[src/zfd_defs.vh]
// Purpose: shared constants of the zero and full-scale detector
// Assumes: included once per design file by its bare name
// Notes: register offsets are word indices, byte address is four times the index
`ifndef ZFD_DEFS_VH
`define ZFD_DEFS_VH
// ----------------------------------------
// register indices
// ----------------------------------------
`define ZFD_IDX_POLARITY 4'h2
`define ZFD_IDX_SOURCE 4'h6
`define ZFD_IDX_LEFT_MON 4'h7
`define ZFD_IDX_RIGHT_MON 4'h8
`define ZFD_IDX_MODE 4'h9
`define ZFD_IDX_STATUS 4'hA
// ----------------------------------------
// field positions
// ----------------------------------------
`define ZFD_POL_BIT 2
`define ZFD_SRC_BIT 4
`define ZFD_MON_LSB 4
`define ZFD_MODE_SOFT_RESET_N 0
`define ZFD_MODE_FSMUTE 1
`define ZFD_MODE_TSEL 2
`define ZFD_MODE_BYPASS 3
`define ZFD_MODE_DSD 4
`define ZFD_MODE_OCTHEX 5
`define ZFD_MODE_RAMP_LSB 6
`define ZFD_MODE_PWR_LSB 8
// ----------------------------------------
// reset values
// ----------------------------------------
`define ZFD_RST_BYTE 8'h00
`define ZFD_RST_MODE 12'h000
// ----------------------------------------
// timing counts
// ----------------------------------------
`define ZFD_ZERO_NORMAL 17'h02000
`define ZFD_ZERO_OCTHEX 17'h10000
`define ZFD_ZERO_DSD 17'h01000
`define ZFD_RST_RELEASE 3'h3
`define ZFD_FS_LONG 9'h100
`define ZFD_FS_SHORT 9'h080
`define ZFD_DELAY_EXTRA 9'h008
`define ZFD_RAMP_STEP_00 5'h10
`define ZFD_RAMP_STEP_01 5'h08
`define ZFD_RAMP_STEP_10 5'h02
`define ZFD_RAMP_STEP_11 5'h01
`endif

[src/zfd_sync.v]
// Purpose: two-flop synchroniser for pins from outside the clock domain
// Assumes: the first stage feeds only the second
// Notes: clock enable low freezes both stages
`timescale 1ns/1ps
module zfd_sync #(
   parameter W = 1
) (
   // clock
   input wire aclk,
   input wire aresetn,
   input wire aclk_en,
   // data
   input wire [W-1:0] async_in,
   output reg [W-1:0] sync_out
);
   reg [W-1:0] meta_reg;
   always @(posedge aclk) begin
      if (!aresetn) begin
         meta_reg <= {W{1'b0}};
         sync_out <= {W{1'b0}};
      end else if (aclk_en) begin
         meta_reg <= async_in;
         sync_out <= meta_reg;
      end
   end
endmodule // zfd_sync

[src/zfd_delay_mem.v]
// Purpose: circular memory holding the eight-channel bit stream
// Assumes: one write per bit-clock edge, read address set by the caller
// Notes: read data comes out of a register, one clock after the address
`timescale 1ns/1ps
module zfd_delay_mem (
   // clock
   input wire aclk,
   input wire aclk_en,
   // write side
   input wire wr_en,
   input wire [8:0] wr_addr,
   input wire [7:0] wr_data,
   // read side
   input wire [8:0] rd_addr,
   output reg [7:0] rd_data
);
   reg [7:0] mem [0:511];
   always @(posedge aclk) begin
      if (aclk_en) begin
         if (wr_en) begin
            mem[wr_addr] <= wr_data;
         end
         rd_data <= mem[rd_addr];
      end
   end
endmodule // zfd_delay_mem

[src/zfd_top.v]
// Purpose: zero-data and bit-stream full-scale detection with flag pin and mute
// Assumes: sample_tick is one aclk pulse per sample period from local logic;
//          bit clock and stream inputs are asynchronous pins
`timescale 1ns/1ps
`include "zfd_defs.vh"
module zfd_top (
   // clock and reset
   input wire aclk,
   input wire aresetn,
   input wire aclk_en,
   // register bus
   input wire [5:0] s_axi_awaddr,
   input wire s_axi_awvalid,
   output reg s_axi_awready,
   input wire [31:0] s_axi_wdata,
   input wire [3:0] s_axi_wstrb,
   input wire s_axi_wvalid,
   output reg s_axi_wready,
   output reg [1:0] s_axi_bresp,
   output reg s_axi_bvalid,
   input wire s_axi_bready,
   input wire [5:0] s_axi_araddr,
   input wire s_axi_arvalid,
   output reg s_axi_arready,
   output reg [31:0] s_axi_rdata,
   output reg [1:0] s_axi_rresp,
   output reg s_axi_rvalid,
   input wire s_axi_rready,
   // sample path, local logic
   input wire sample_tick,
   input wire [7:0] att_out_zero,
   // stream pins, left 1-4 in 3:0, right 1-4 in 7:4
   input wire dsd_bit_clock,
   input wire [3:0] left_dsd_inputs,
   input wire [3:0] right_dsd_inputs,
   // outputs
   output reg detect_flag_pin,
   output reg [7:0] dsd_out,
   output reg dsd_out_valid,
   output reg [7:0] mute_level,
   output reg internal_reset_n
);
   // ----------------------------------------
   // helpers
   // ----------------------------------------
   function is_onehot;
      input [7:0] v;
      integer k;
      reg [3:0] n;
      begin
         n = 4'h0;
         for (k = 0; k < 8; k = k + 1) begin
            n = n + {3'h0, v[k]};
         end
         is_onehot = (n == 4'h1);
      end
   endfunction

   function [9:0] reg_index_ok;
      input [5:0] addr;
      begin
         reg_index_ok = {addr[1:0] == 2'b00, 1'b0, 4'h0, addr[5:2]};
      end
   endfunction

   // ----------------------------------------
   // registers
   // ----------------------------------------
   reg [7:0] polarity_reg;
   reg [7:0] source_reg;
   reg [7:0] left_mon_reg;
   reg [7:0] right_mon_reg;
   reg [11:0] mode_reg;
   wire [7:0] fs_flag_reg;
   reg zero_flag_reg;
   reg mute_reg;

   wire flag_polarity_invert = polarity_reg[`ZFD_POL_BIT];
   wire flag_source_select = source_reg[`ZFD_SRC_BIT];
   wire [3:0] left_monitor_bits = left_mon_reg[`ZFD_MON_LSB+3:`ZFD_MON_LSB];
   wire [3:0] right_monitor_bits = right_mon_reg[`ZFD_MON_LSB+3:`ZFD_MON_LSB];
   wire [7:0] monitor_sel = {right_monitor_bits, left_monitor_bits};
   wire soft_reset_n = mode_reg[`ZFD_MODE_SOFT_RESET_N];
   wire fullscale_mute_enable = mode_reg[`ZFD_MODE_FSMUTE];
   wire fullscale_time_select = mode_reg[`ZFD_MODE_TSEL];
   wire dsd_volume_bypass = mode_reg[`ZFD_MODE_BYPASS];
   wire dsd_mode = mode_reg[`ZFD_MODE_DSD];
   wire oct_hex_mode = mode_reg[`ZFD_MODE_OCTHEX];
   wire [1:0] ramp_rate_field = mode_reg[`ZFD_MODE_RAMP_LSB+1:`ZFD_MODE_RAMP_LSB];
   wire [3:0] pair_power_on = mode_reg[`ZFD_MODE_PWR_LSB+3:`ZFD_MODE_PWR_LSB];
   wire [7:0] chan_power = {pair_power_on, pair_power_on};

   // ----------------------------------------
   // bus slave
   // ----------------------------------------
   // address and data are taken together, so either arrival order works
   wire wr_take = s_axi_awvalid && s_axi_wvalid && !s_axi_awready && !s_axi_bvalid;
   wire rd_take = s_axi_arvalid && !s_axi_arready && !s_axi_rvalid;
   wire [9:0] wdec = reg_index_ok(s_axi_awaddr);
   wire [9:0] rdec = reg_index_ok(s_axi_araddr);
   wire [3:0] widx = wdec[3:0];
   wire [3:0] ridx = rdec[3:0];
   wire w_mapped = wdec[9] && (widx == `ZFD_IDX_POLARITY || widx == `ZFD_IDX_SOURCE ||
                   widx == `ZFD_IDX_LEFT_MON || widx == `ZFD_IDX_RIGHT_MON ||
                   widx == `ZFD_IDX_MODE || widx == `ZFD_IDX_STATUS);
   reg [31:0] rd_mux;
   reg r_mapped;

   always @* begin
      rd_mux = 32'h00000000;
      r_mapped = rdec[9];
      case (ridx)
         `ZFD_IDX_POLARITY: rd_mux = {24'h000000, polarity_reg};
         `ZFD_IDX_SOURCE: rd_mux = {24'h000000, source_reg};
         `ZFD_IDX_LEFT_MON: rd_mux = {24'h000000, left_mon_reg};
         `ZFD_IDX_RIGHT_MON: rd_mux = {24'h000000, right_mon_reg};
         `ZFD_IDX_MODE: rd_mux = {20'h00000, mode_reg};
         `ZFD_IDX_STATUS: rd_mux = {22'h000000, mute_reg, zero_flag_reg, fs_flag_reg};
         default: r_mapped = 1'b0;
      endcase
   end

   always @(posedge aclk) begin
      if (!aresetn) begin
         s_axi_awready <= 1'b0;
         s_axi_wready <= 1'b0;
         s_axi_bvalid <= 1'b0;
         s_axi_bresp <= 2'b00;
         s_axi_arready <= 1'b0;
         s_axi_rvalid <= 1'b0;
         s_axi_rresp <= 2'b00;
         s_axi_rdata <= 32'h00000000;
         polarity_reg <= `ZFD_RST_BYTE;
         source_reg <= `ZFD_RST_BYTE;
         left_mon_reg <= `ZFD_RST_BYTE;
         right_mon_reg <= `ZFD_RST_BYTE;
         mode_reg <= `ZFD_RST_MODE;
      end else if (aclk_en) begin
         s_axi_awready <= wr_take;
         s_axi_wready <= wr_take;
         s_axi_arready <= rd_take;
         if (wr_take) begin
            s_axi_bvalid <= 1'b1;
            s_axi_bresp <= w_mapped ? 2'b00 : 2'b10;
            if (w_mapped && s_axi_wstrb[0]) begin
               case (widx)
                  `ZFD_IDX_POLARITY: polarity_reg <= s_axi_wdata[7:0];
                  `ZFD_IDX_SOURCE: source_reg <= s_axi_wdata[7:0];
                  `ZFD_IDX_LEFT_MON: left_mon_reg <= s_axi_wdata[7:0];
                  `ZFD_IDX_RIGHT_MON: right_mon_reg <= s_axi_wdata[7:0];
                  `ZFD_IDX_MODE: mode_reg[7:0] <= s_axi_wdata[7:0];
                  default: mode_reg <= mode_reg;
               endcase
            end
            if (w_mapped && s_axi_wstrb[1] && widx == `ZFD_IDX_MODE) begin
               mode_reg[11:8] <= s_axi_wdata[11:8];
            end
         end else if (s_axi_bready) begin
            s_axi_bvalid <= 1'b0;
         end
         if (rd_take) begin
            s_axi_rvalid <= 1'b1;
            s_axi_rdata <= rd_mux;
            s_axi_rresp <= r_mapped ? 2'b00 : 2'b10;
         end else if (s_axi_rready) begin
            s_axi_rvalid <= 1'b0;
         end
      end
   end

   // ----------------------------------------
   // soft reset and zero detection
   // ----------------------------------------
   reg [2:0] rel_cnt_reg;
   reg [16:0] zero_cnt_reg;
   wire [16:0] zero_limit = dsd_mode ? `ZFD_ZERO_DSD :
                            (oct_hex_mode ? `ZFD_ZERO_OCTHEX : `ZFD_ZERO_NORMAL);
   // standby channels report zero like any other, so no shortcut here
   wire sel_all_zero = ((att_out_zero & monitor_sel) == monitor_sel);

   always @(posedge aclk) begin
      if (!aresetn) begin
         rel_cnt_reg <= 3'h0;
         internal_reset_n <= 1'b0;
         zero_cnt_reg <= 17'h00000;
         zero_flag_reg <= 1'b1;
      end else if (aclk_en) begin
         if (!soft_reset_n) begin
            rel_cnt_reg <= 3'h0;
            internal_reset_n <= 1'b0;
            zero_cnt_reg <= 17'h00000;
            zero_flag_reg <= 1'b1;
         end else if (!internal_reset_n) begin
            if (sample_tick) begin
               rel_cnt_reg <= rel_cnt_reg + 3'h1;
               if (rel_cnt_reg + 3'h1 == `ZFD_RST_RELEASE) begin
                  internal_reset_n <= 1'b1;
               end
            end
         end else if (dsd_mode && dsd_volume_bypass) begin
            zero_cnt_reg <= 17'h00000;
            zero_flag_reg <= 1'b1;
         end else if (!sel_all_zero) begin
            zero_cnt_reg <= 17'h00000;
            zero_flag_reg <= 1'b0;
         end else if (sample_tick) begin
            // first tick after release clears the reset-forced flag
            if (zero_cnt_reg + 17'h00001 >= zero_limit) begin
               zero_flag_reg <= 1'b1;
            end else begin
               zero_cnt_reg <= zero_cnt_reg + 17'h00001;
               zero_flag_reg <= 1'b0;
            end
         end
      end
   end

   // ----------------------------------------
   // stream input sampling
   // ----------------------------------------
   wire bclk_sync;
   wire [7:0] dsd_sync;
   reg bclk_prev_reg;
   zfd_sync #(.W(9)) u_sync (
      .aclk(aclk),
      .aresetn(aresetn),
      .aclk_en(aclk_en),
      .async_in({dsd_bit_clock, right_dsd_inputs, left_dsd_inputs}),
      .sync_out({bclk_sync, dsd_sync})
   );
   wire bit_edge = bclk_sync && !bclk_prev_reg;
   wire [8:0] fs_limit = fullscale_time_select ? `ZFD_FS_SHORT : `ZFD_FS_LONG;
   wire fs_run = dsd_mode && internal_reset_n;

   // ----------------------------------------
   // per-channel full-scale detectors
   // ----------------------------------------
   genvar g;
   generate
      for (g = 0; g < 8; g = g + 1) begin : g_chan
         reg last_bit_reg;
         reg [8:0] run_cnt_reg;
         reg flag_reg;
         // one process owns each flag bit, the vector is only a bundle of them
         assign fs_flag_reg[g] = flag_reg;
         always @(posedge aclk) begin
            if (!aresetn) begin
               last_bit_reg <= 1'b0;
               run_cnt_reg <= 9'h000;
               flag_reg <= 1'b0;
            end else if (aclk_en) begin
               if (!fs_run || !chan_power[g]) begin
                  run_cnt_reg <= 9'h000;
                  flag_reg <= 1'b0;
               end else if (bit_edge) begin
                  last_bit_reg <= dsd_sync[g];
                  if (dsd_sync[g] != last_bit_reg) begin
                     run_cnt_reg <= 9'h001;
                     flag_reg <= 1'b0;
                  end else if (run_cnt_reg + 9'h001 >= fs_limit) begin
                     run_cnt_reg <= fs_limit;
                     flag_reg <= 1'b1;
                  end else begin
                     run_cnt_reg <= run_cnt_reg + 9'h001;
                  end
               end
            end
         end
      end
   endgenerate

   // ----------------------------------------
   // delay line
   // ----------------------------------------
   reg [8:0] wr_ptr_reg;
   reg bypass_valid_reg;
   wire [7:0] mem_rd;
   wire [8:0] delay_len = fs_limit + `ZFD_DELAY_EXTRA;
   zfd_delay_mem u_mem (
      .aclk(aclk),
      .aclk_en(aclk_en),
      .wr_en(bit_edge),
      .wr_addr(wr_ptr_reg),
      .wr_data(dsd_sync),
      .rd_addr(wr_ptr_reg - delay_len),
      .rd_data(mem_rd)
   );

   always @(posedge aclk) begin
      if (!aresetn) begin
         bclk_prev_reg <= 1'b0;
         wr_ptr_reg <= 9'h000;
         bypass_valid_reg <= 1'b0;
         dsd_out <= 8'h00;
         dsd_out_valid <= 1'b0;
      end else if (aclk_en) begin
         bclk_prev_reg <= bclk_sync;
         bypass_valid_reg <= bit_edge;
         if (bit_edge) begin
            wr_ptr_reg <= wr_ptr_reg + 9'h001;
         end
         dsd_out_valid <= bypass_valid_reg;
         if (bypass_valid_reg) begin
            // the delay only costs latency when the mute needs the lead time
            dsd_out <= fullscale_mute_enable ? mem_rd : dsd_sync;
         end
      end
   end

   // ----------------------------------------
   // mute and release ramp
   // ----------------------------------------
   localparam ST_RUN = 2'b00;
   localparam ST_MUTED = 2'b01;
   localparam ST_HOLD = 2'b10;
   localparam ST_RAMP = 2'b11;
   reg [1:0] mute_state_reg;
   reg [8:0] hold_cnt_reg;
   reg [4:0] step_cnt_reg;
   reg [4:0] step_len;
   // mute enable is assumed steady while pairs are powered or reset is low
   wire any_fs = fullscale_mute_enable && (|fs_flag_reg);

   always @* begin
      case (ramp_rate_field)
         2'b00: step_len = `ZFD_RAMP_STEP_00;
         2'b01: step_len = `ZFD_RAMP_STEP_01;
         2'b10: step_len = `ZFD_RAMP_STEP_10;
         default: step_len = `ZFD_RAMP_STEP_11;
      endcase
   end

   always @(posedge aclk) begin
      if (!aresetn) begin
         mute_state_reg <= ST_RUN;
         hold_cnt_reg <= 9'h000;
         step_cnt_reg <= 5'h00;
         mute_level <= 8'hFF;
         mute_reg <= 1'b0;
      end else if (aclk_en) begin
         if (any_fs) begin
            mute_state_reg <= ST_MUTED;
            mute_level <= 8'h00;
            mute_reg <= 1'b1;
            hold_cnt_reg <= 9'h000;
         end else begin
            case (mute_state_reg)
               ST_MUTED: begin
                  mute_state_reg <= ST_HOLD;
               end
               ST_HOLD: begin
                  if (hold_cnt_reg >= delay_len) begin
                     mute_reg <= 1'b0;
                     step_cnt_reg <= 5'h00;
                     if (dsd_volume_bypass) begin
                        mute_level <= 8'hFF;
                        mute_state_reg <= ST_RUN;
                     end else begin
                        mute_state_reg <= ST_RAMP;
                     end
                  end else if (bit_edge) begin
                     hold_cnt_reg <= hold_cnt_reg + 9'h001;
                  end
               end
               ST_RAMP: begin
                  if (mute_level == 8'hFF) begin
                     mute_state_reg <= ST_RUN;
                  end else if (sample_tick) begin
                     if (step_cnt_reg + 5'h01 >= step_len) begin
                        step_cnt_reg <= 5'h00;
                        mute_level <= mute_level + 8'h01;
                     end else begin
                        step_cnt_reg <= step_cnt_reg + 5'h01;
                     end
                  end
               end
               default: begin
                  mute_state_reg <= ST_RUN;
               end
            endcase
         end
      end
   end

   // ----------------------------------------
   // flag pin
   // ----------------------------------------
   reg fs_pin_flag;
   integer i;
   always @* begin
      fs_pin_flag = |(fs_flag_reg & chan_power);
      if (is_onehot(monitor_sel)) begin
         fs_pin_flag = 1'b0;
         for (i = 0; i < 8; i = i + 1) begin
            if (monitor_sel[i]) begin
               fs_pin_flag = fs_flag_reg[i];
            end
         end
      end
   end

   // pcm mode with full-scale source reads as no detection
   wire pin_active = flag_source_select ? (dsd_mode && fs_pin_flag) : zero_flag_reg;

   always @(posedge aclk) begin
      if (!aresetn) begin
         detect_flag_pin <= 1'b0;
      end else if (aclk_en) begin
         detect_flag_pin <= pin_active ^ flag_polarity_invert;
      end
   end
endmodule // zfd_top

[config.mk]
export PLATFORM = sky130hd
export DESIGN_NAME = zfd_top
export DESIGN_NICKNAME = d
export VERILOG_FILES = /design/src/zfd_sync.v /design/src/zfd_delay_mem.v /design/src/zfd_top.v
export VERILOG_INCLUDE_DIRS = /design/src
export SDC_FILE = /design/constraint.sdc
export NUM_CORES = 2
export LEC_CHECK = 0
export BUFFER_PORTS_ARGS = -buffer_cell sky130_fd_sc_hd__buf_4
export CAP_MARGIN = 10
export CORE_UTILIZATION = 45
export DETAILED_ROUTE_END_ITERATION = 10
export GPL_TIMING_DRIVEN = 1
export PLACE_DENSITY = 0.69
export SLEW_MARGIN = 20
export SYNTH_ARGS = -nofsm -noshare
export SYNTH_HDL_FRONTEND = slang
export SYNTH_SLANG_ARGS = --single-unit
[constraint.sdc]
create_clock -name aclk -period 11.3 [get_ports aclk]
set_input_delay 3.39 -clock aclk [delete_from_list [all_inputs] [get_ports aclk]]
set_output_delay 3.39 -clock aclk [all_outputs]
set_load 0.02 [all_outputs]
# After elaboration in Yosys (flattened, before gate mapping)
# Memories as Yosys holds them, arrays and structs flattened. A register that Yosys moved wholly into a read port is not among the register bits.
# Cells that the tools add are included.
totals:
  regBits: 258
  mem_bits_rw: 4096
  output_inout_bits: 60
  word_cells: 369
  mem_count: 1
memory_table:
  columns: ["memory", "words", "word_bits", "rd", "rd_clocked_by_memory_dff", "wr", "line_no", "text"]
  rows:
  - ["u_mem.mem", 512, 8, 1, 1, 1, "zfd_delay_mem.v:17", "reg [7:0] mem [0:511];"]
classes:
  n_addsub: 23
  n_lt_le_gt_ge: 11
  n_eq_ne: 44
  n_mux: 134
  n_bitwise: 8
  reduce_logical: 94
op_table:
  columns: ["cell", "n"]
  rows:
  - ["$mux W9", 37]
  - ["$mux W17", 8]
  - ["$add A9 B1 Y9 const B", 10]
  - ["$ge A9 B9 Y1", 9]
  - ["$pmux W12 S6", 1]
  - ["$mux W1", 63]
  - ["$mux W8", 7]
  - ["$reduce_and A3 Y1", 17]
  - ["$reduce_and A4 Y1", 7]
  - ["$reduce_bool A3 Y1", 9]
  - ["$eq A4 B4 Y1 const B", 6]
  - ["$mux W5", 4]
  - ["$reduce_and A2 Y1", 10]
  - ["$reduce_bool A2 Y1", 10]
  - ["$ne A3 B3 Y1 const B", 6]
  - ["$add A17 B1 Y17 const B", 1]
  - ["$ge A17 B17 Y1", 1]
  - ["$add A4 B1 Y4", 4]
  - ["$and A8 B8 Y8", 2]
  - ["$eq A4 B3 Y1 const B", 4]
  - ["$pmux W8 S2", 1]
  - ["$reduce_or A8 Y1", 2]
  - ["$pmux W5 S3", 1]
  - ["$logic_and A1 B1 Y1", 14]
  - ["other kinds (33)", 80]

# Depth between registers and ports, before layout
depth:
  word_depth: 12
  mapped_depth: 16
  depth_no_buf: 15

# Hierarchy
# From an unflattened synthesis, not the netlist that was laid out.
unflattened:
  hier_cells: 9591
  hier_area_um2: 173684.1
modules_own_cells:
  columns: ["module", "instances", "cells_per_inst", "area_each_um2", "seq_area_each_um2"]
  rows:
  - ["zfd_delay_mem", 1, 8021, 160268.7, 123238.2]
  - ["zfd_top", 1, 1513, 12727.2, 4364.2]
  - ["zfd_sync", 1, 57, 688.2, 360.3]

# Least setup slack after synthesis
# Ideal clock, no wire load.
synth_path:
  path_type: "register to register"
  startpoint: "register u_sync.sync_out[5]"
  endpoint: "register g_chan[5].run_cnt_reg[3]"
  setup_ps: 114
  arrival_time_ps: 8591
  required_ps: 11186
  setup_slack_ps: 2595
  stages_incl_launch_ff: 7
  n_path_buf: 1
  period_less_slack_ps: 8705
  path_cell_list: "dfxtp_1 -> xnor2_1 -> and3_1 -> nand2b_1 -> clkbuf_1 -> o31ai_1 -> a21o_1"
synth_between:
  elab_chain_len: 4
synth_rtl:
  columns: ["item", "line_no", "text"]
  rows:
  - ["start: declaration", "zfd_sync.v:14", "output reg [W-1:0] sync_out"]
  - ["start signal: assignment", "zfd_sync.v:20", "sync_out <= {W{1'b0}};"]
  - ["start signal: assignment", "zfd_sync.v:23", "sync_out <= meta_reg;"]
  - ["$ne A1 B1 Y1", "zfd_top.v:257", "if (dsd_sync[g] != last_bit_reg) begin"]
  - ["$mux W9", "zfd_top.v:257", null]
  - ["$mux W9", "zfd_top.v:255", "end else if (bit_edge) begin"]
  - ["$mux W9", "zfd_top.v:252", "if (!fs_run || !chan_power[g]) begin"]
  - ["end signal: assignment", "zfd_top.v:261", "run_cnt_reg <= fs_limit;"]
  - ["end signal: assignment", "zfd_top.v:264", "run_cnt_reg <= run_cnt_reg + 9'h001;"]
  - ["end: declaration", "zfd_top.v:242", "reg [8:0] run_cnt_reg;"]
# Every way passes these cells. The select of a mux whose other input is x is not followed.
# A chain may end at the register's enable or synchronous reset.

# Final worst setup path
layout_path:
  startpoint: "input aclk_en"
  endpoint: "memory u_mem.mem[388][2] (enable)"
layout_between:
  elab_chain_len: 2
layout_rtl:
  columns: ["item", "line_no", "text"]
  rows:
  - ["start: declaration", "zfd_top.v:10", "input wire aclk_en,"]
  - ["$mux W1", "zfd_delay_mem.v:19", "if (aclk_en) begin"]
  - ["$mux W1 (not written as such)", "zfd_delay_mem.v:21", "mem[wr_addr] <= wr_data;"]
  - ["end: declaration", "zfd_delay_mem.v:17", null]
# Every way passes these cells.

==> results.py <==
metrics = {
    "status": {
        "outcome": "finished, final reports clean",
    },
    "timing": {
        "hold_slack_ps": 469,
        "skew_ps": 53.1,
        "relSlewSlack_pct": 14.3,
        "finalSetupViolations": 0,
        "timing.final.hold_violations": 0,
        "finalSetupTns_ps": 0,
        "max_freq_mhz": 154,
        "rsz0062_at_grt": "no",
        "drv_slew": 0,
        "period_needed_ps": 6490,
        "post-route-period-util_pct": 57.4,
        "worst_pin_slew_ps": 1290,
    },
    "clocking": {
        "hold_buffers": 0,
        "clock_sinks": 4340,
        "clockBufferDepth": 4,
        "cts_htree_levels": 5,
        "post_cts_resize_count": 0,
        "cts_tree": "yes",
        "numCtsBuffers": 426,
        "clk_latency_ps": 970,
        "cts_setup_buffers": 0,
        "clk_pin_slew_worst_paths_ps": 60,
        "ctsRootBufferMaster": "clkbuf_16",
    },
    "setup_path": {
        "cp_max_fo": 17,
        "arrival_ps": 7060,
        "cpMostUsedCell": "buf_4",
        "crit_buf_inv": 3,
        "start_kind": "input port",
        "cp_slowest_stage_delay_ps": 800,
        "crit_type": "input port to flop",
        "critical_path.top_delay_family": "simple AND/OR/NAND/NOR gates",
        "cp_cell_sequence": "buf_4, nand2_1, nor2_4, buf_4, nand3_4, buf_4, nor2_1",
        "worstPathRequired_ps": 11870,
        "cp_slowest_cell": "nor2_1",
        "endpoint_kind": "flop",
    },
    "synth": {
        "synth_cells": 9343,
        "synth_top_area_share_pct": 71.3,
        "synth_edf_count": 4104,
        "synth-main-ff-cell": "edfxtp_1",
        "synth_top_family_by_area": "multiplexers",
        "synth.distinct_cells": 93,
        "async_reset_ff_share_pct": 0,
        "synth-compound-area-share_pct": 4.60,
        "synthMuxAreaShare_pct": 14.3,
        "syn_area_per_cell_um2": 18.5,
        "synth_area_um2": 173000,
        "yosys.area_share.simple_pct": 4.17,
        "synth_xor_area_share_pct": 0.334,
        "yosys.area.top_type": "edfxtp_1",
        "yosysMostFrequentCell": "edfxtp_1",
        "synth_seq_cells": 4340,
        "synth_fa_ha_area_share_pct": 0.488,
        "ys_seq_area_share_pct": 74.0,
        "synth_commonest_cells": "4,104 x edfxtp_1, 769 x mux4_2, 730 x nor2_1",
        "yosysWarnings": 0,
        "ys_top_cells_by_area": "edfxtp_1 71%, mux4_2 10%, mux2i_1 4.0%",
    },
    "die": {
        "die_w_um": 622,
        "start_util_pct": 45.2,
        "dieArea_um2": 387000,
        "io_pins": 134,
        "fp.dieH_um": 622,
        "coreArea_um2": 382000,
        "row_count": 227,
    },
    "global_routing": {
        "antenna_found_initial": 21,
        "grt_first_pass_wirelength_um": 672000,
        "track_usage_pct": 23.9,
        "grt_start_max_net_pins": 216,
        "overflow": 0,
        "grt_pass1_vias": 92171,
    },
    "route": {
        "drtIter0Drc": 13629,
        "wirelength_um": 475000,
        "firstDrtPassIters": 6,
        "via_count": 94386,
        "wl_per_cell_um": 31.9,
        "ant_nets": 0,
        "viasPerCell": 6.34,
        "drc_errors": 0,
    },
    "place": {
        "portBuffers": 89,
        "dp_hpwl_um": 275000,
        "place_congestion": 0.885,
    },
    "pwr": {
        "p_leak_nw": 53.2,
        "cellPowerDensity_nw_per_um2": 166,
        "ir_worst_vdd_uv": 132,
    },
    "flow_run": {
        "drv_cap": 0,
    },
    "layout": {
        "largest_reg_flops": 4096,
        "area_growth_pct": 11.5,
        "final_nets": 9612,
        "drive_above_1_share_pct": 18.4,
    },
    "hold_path": {
        "hold_class": "flop to flop",
    },
}
## placed cells by master (no fill, tap or decap), types with 49 or more instances in the layout
cell type,count
nand2_1,331
mux2i_1,686
buf_4,250
a21oi_1,174
nand3_1,81
o221ai_1,58
nor3_1,80
nor2_1,727
o21ai_0,114
clkinv_2,82
clkinv_1,88
mux4_2,769
a22oi_1,101
clkbuf_1,84
ha_1,60
dfxtp_1,223
inv_1,56
a211oi_1,115
o22ai_1,209
clkbuf_16,430
edfxtp_1,4104
and3_1,49
## layout make-up
cell class                 count  area, um^2
timing repair buffer         284        2560
sequential                  4340      128000
inverter                      62         246
multi-input combinational   4359       41800
clock buffer                 521       11200
tap                         5038        6300
clock inverter               258        2660
antenna                       14        35.0
fill                       30021      190000
## where the power goes
group          switching, W  internal [W]
clock network       0.00610       0.00803
registers         0.0000260        0.0175
logic              0.000308      0.000114
## stage by stage
| step | cells | area (um^2) | util (%) | power (W) | setup slack [ps] |
|---|---|---|---|---|---|
| finish | 14876 | 193000 | 50.4 | 0.0321 | 4810 |
| global route | 14864 | 193000 | 50.4 | 0.0328 | 4780 |
| CTS | 14858 | 193000 | 50.4 | 0.0321 | 4990 |
| detailed placement | 14079 | 179000 | 46.8 | 0.0183 | 4000 |
| global placement | 14079 | 179000 | 46.8 | 0.0183 | 3960 |
| floorplan | 9364 | 173000 | - | 0.0182 | 2600 |
## worst register-to-register path, stage by stage, from the launching register on
cell and delay [ps]:
dfxtp_4 710, inv_8 290, ha_4 340, xor2_1 960, nand2_2 460, buf_4 410, buf_4 380, nor3_1 500
o31ai_1 210, a31oi_1 370, a21boi_0 1030, nor4_2 280
## metal layers
metal  GRT usage, %  part of all wire (%)  vias up
met4           9.54                   4.4       20
met2           37.2                    46     6111
met1           32.4                    37    48938
li1               -                     -    38284
met3           6.05                    12     1033
met5              0                 0.026        -
## path summary, 6_finish.rpt
check / slack [ps] / end / depth (start not counted) / from
min: 470 / bypass_valid_reg / 2 / bypass_valid_reg
max: 4810 / u_mem.mem[388][2] / 7 / aclk_en
max reg2reg: 5000 / u_mem.rd_data[2] / 11 / wr_ptr_reg[3]
min reg2reg: 470 / bypass_valid_reg / 2 / bypass_valid_reg
## kinds of logic after synthesis
kind of cell / after synthesis
buffers and inverters: 665
DFF: 4340
muxes: 1495
xor gates and xnor gates: 66
and+or+nand+nor: 1575
AOI/OAI and AO/OA: 1136
adders and majority gates: 65
other: 1
Power figures use the tool's default switching activity.
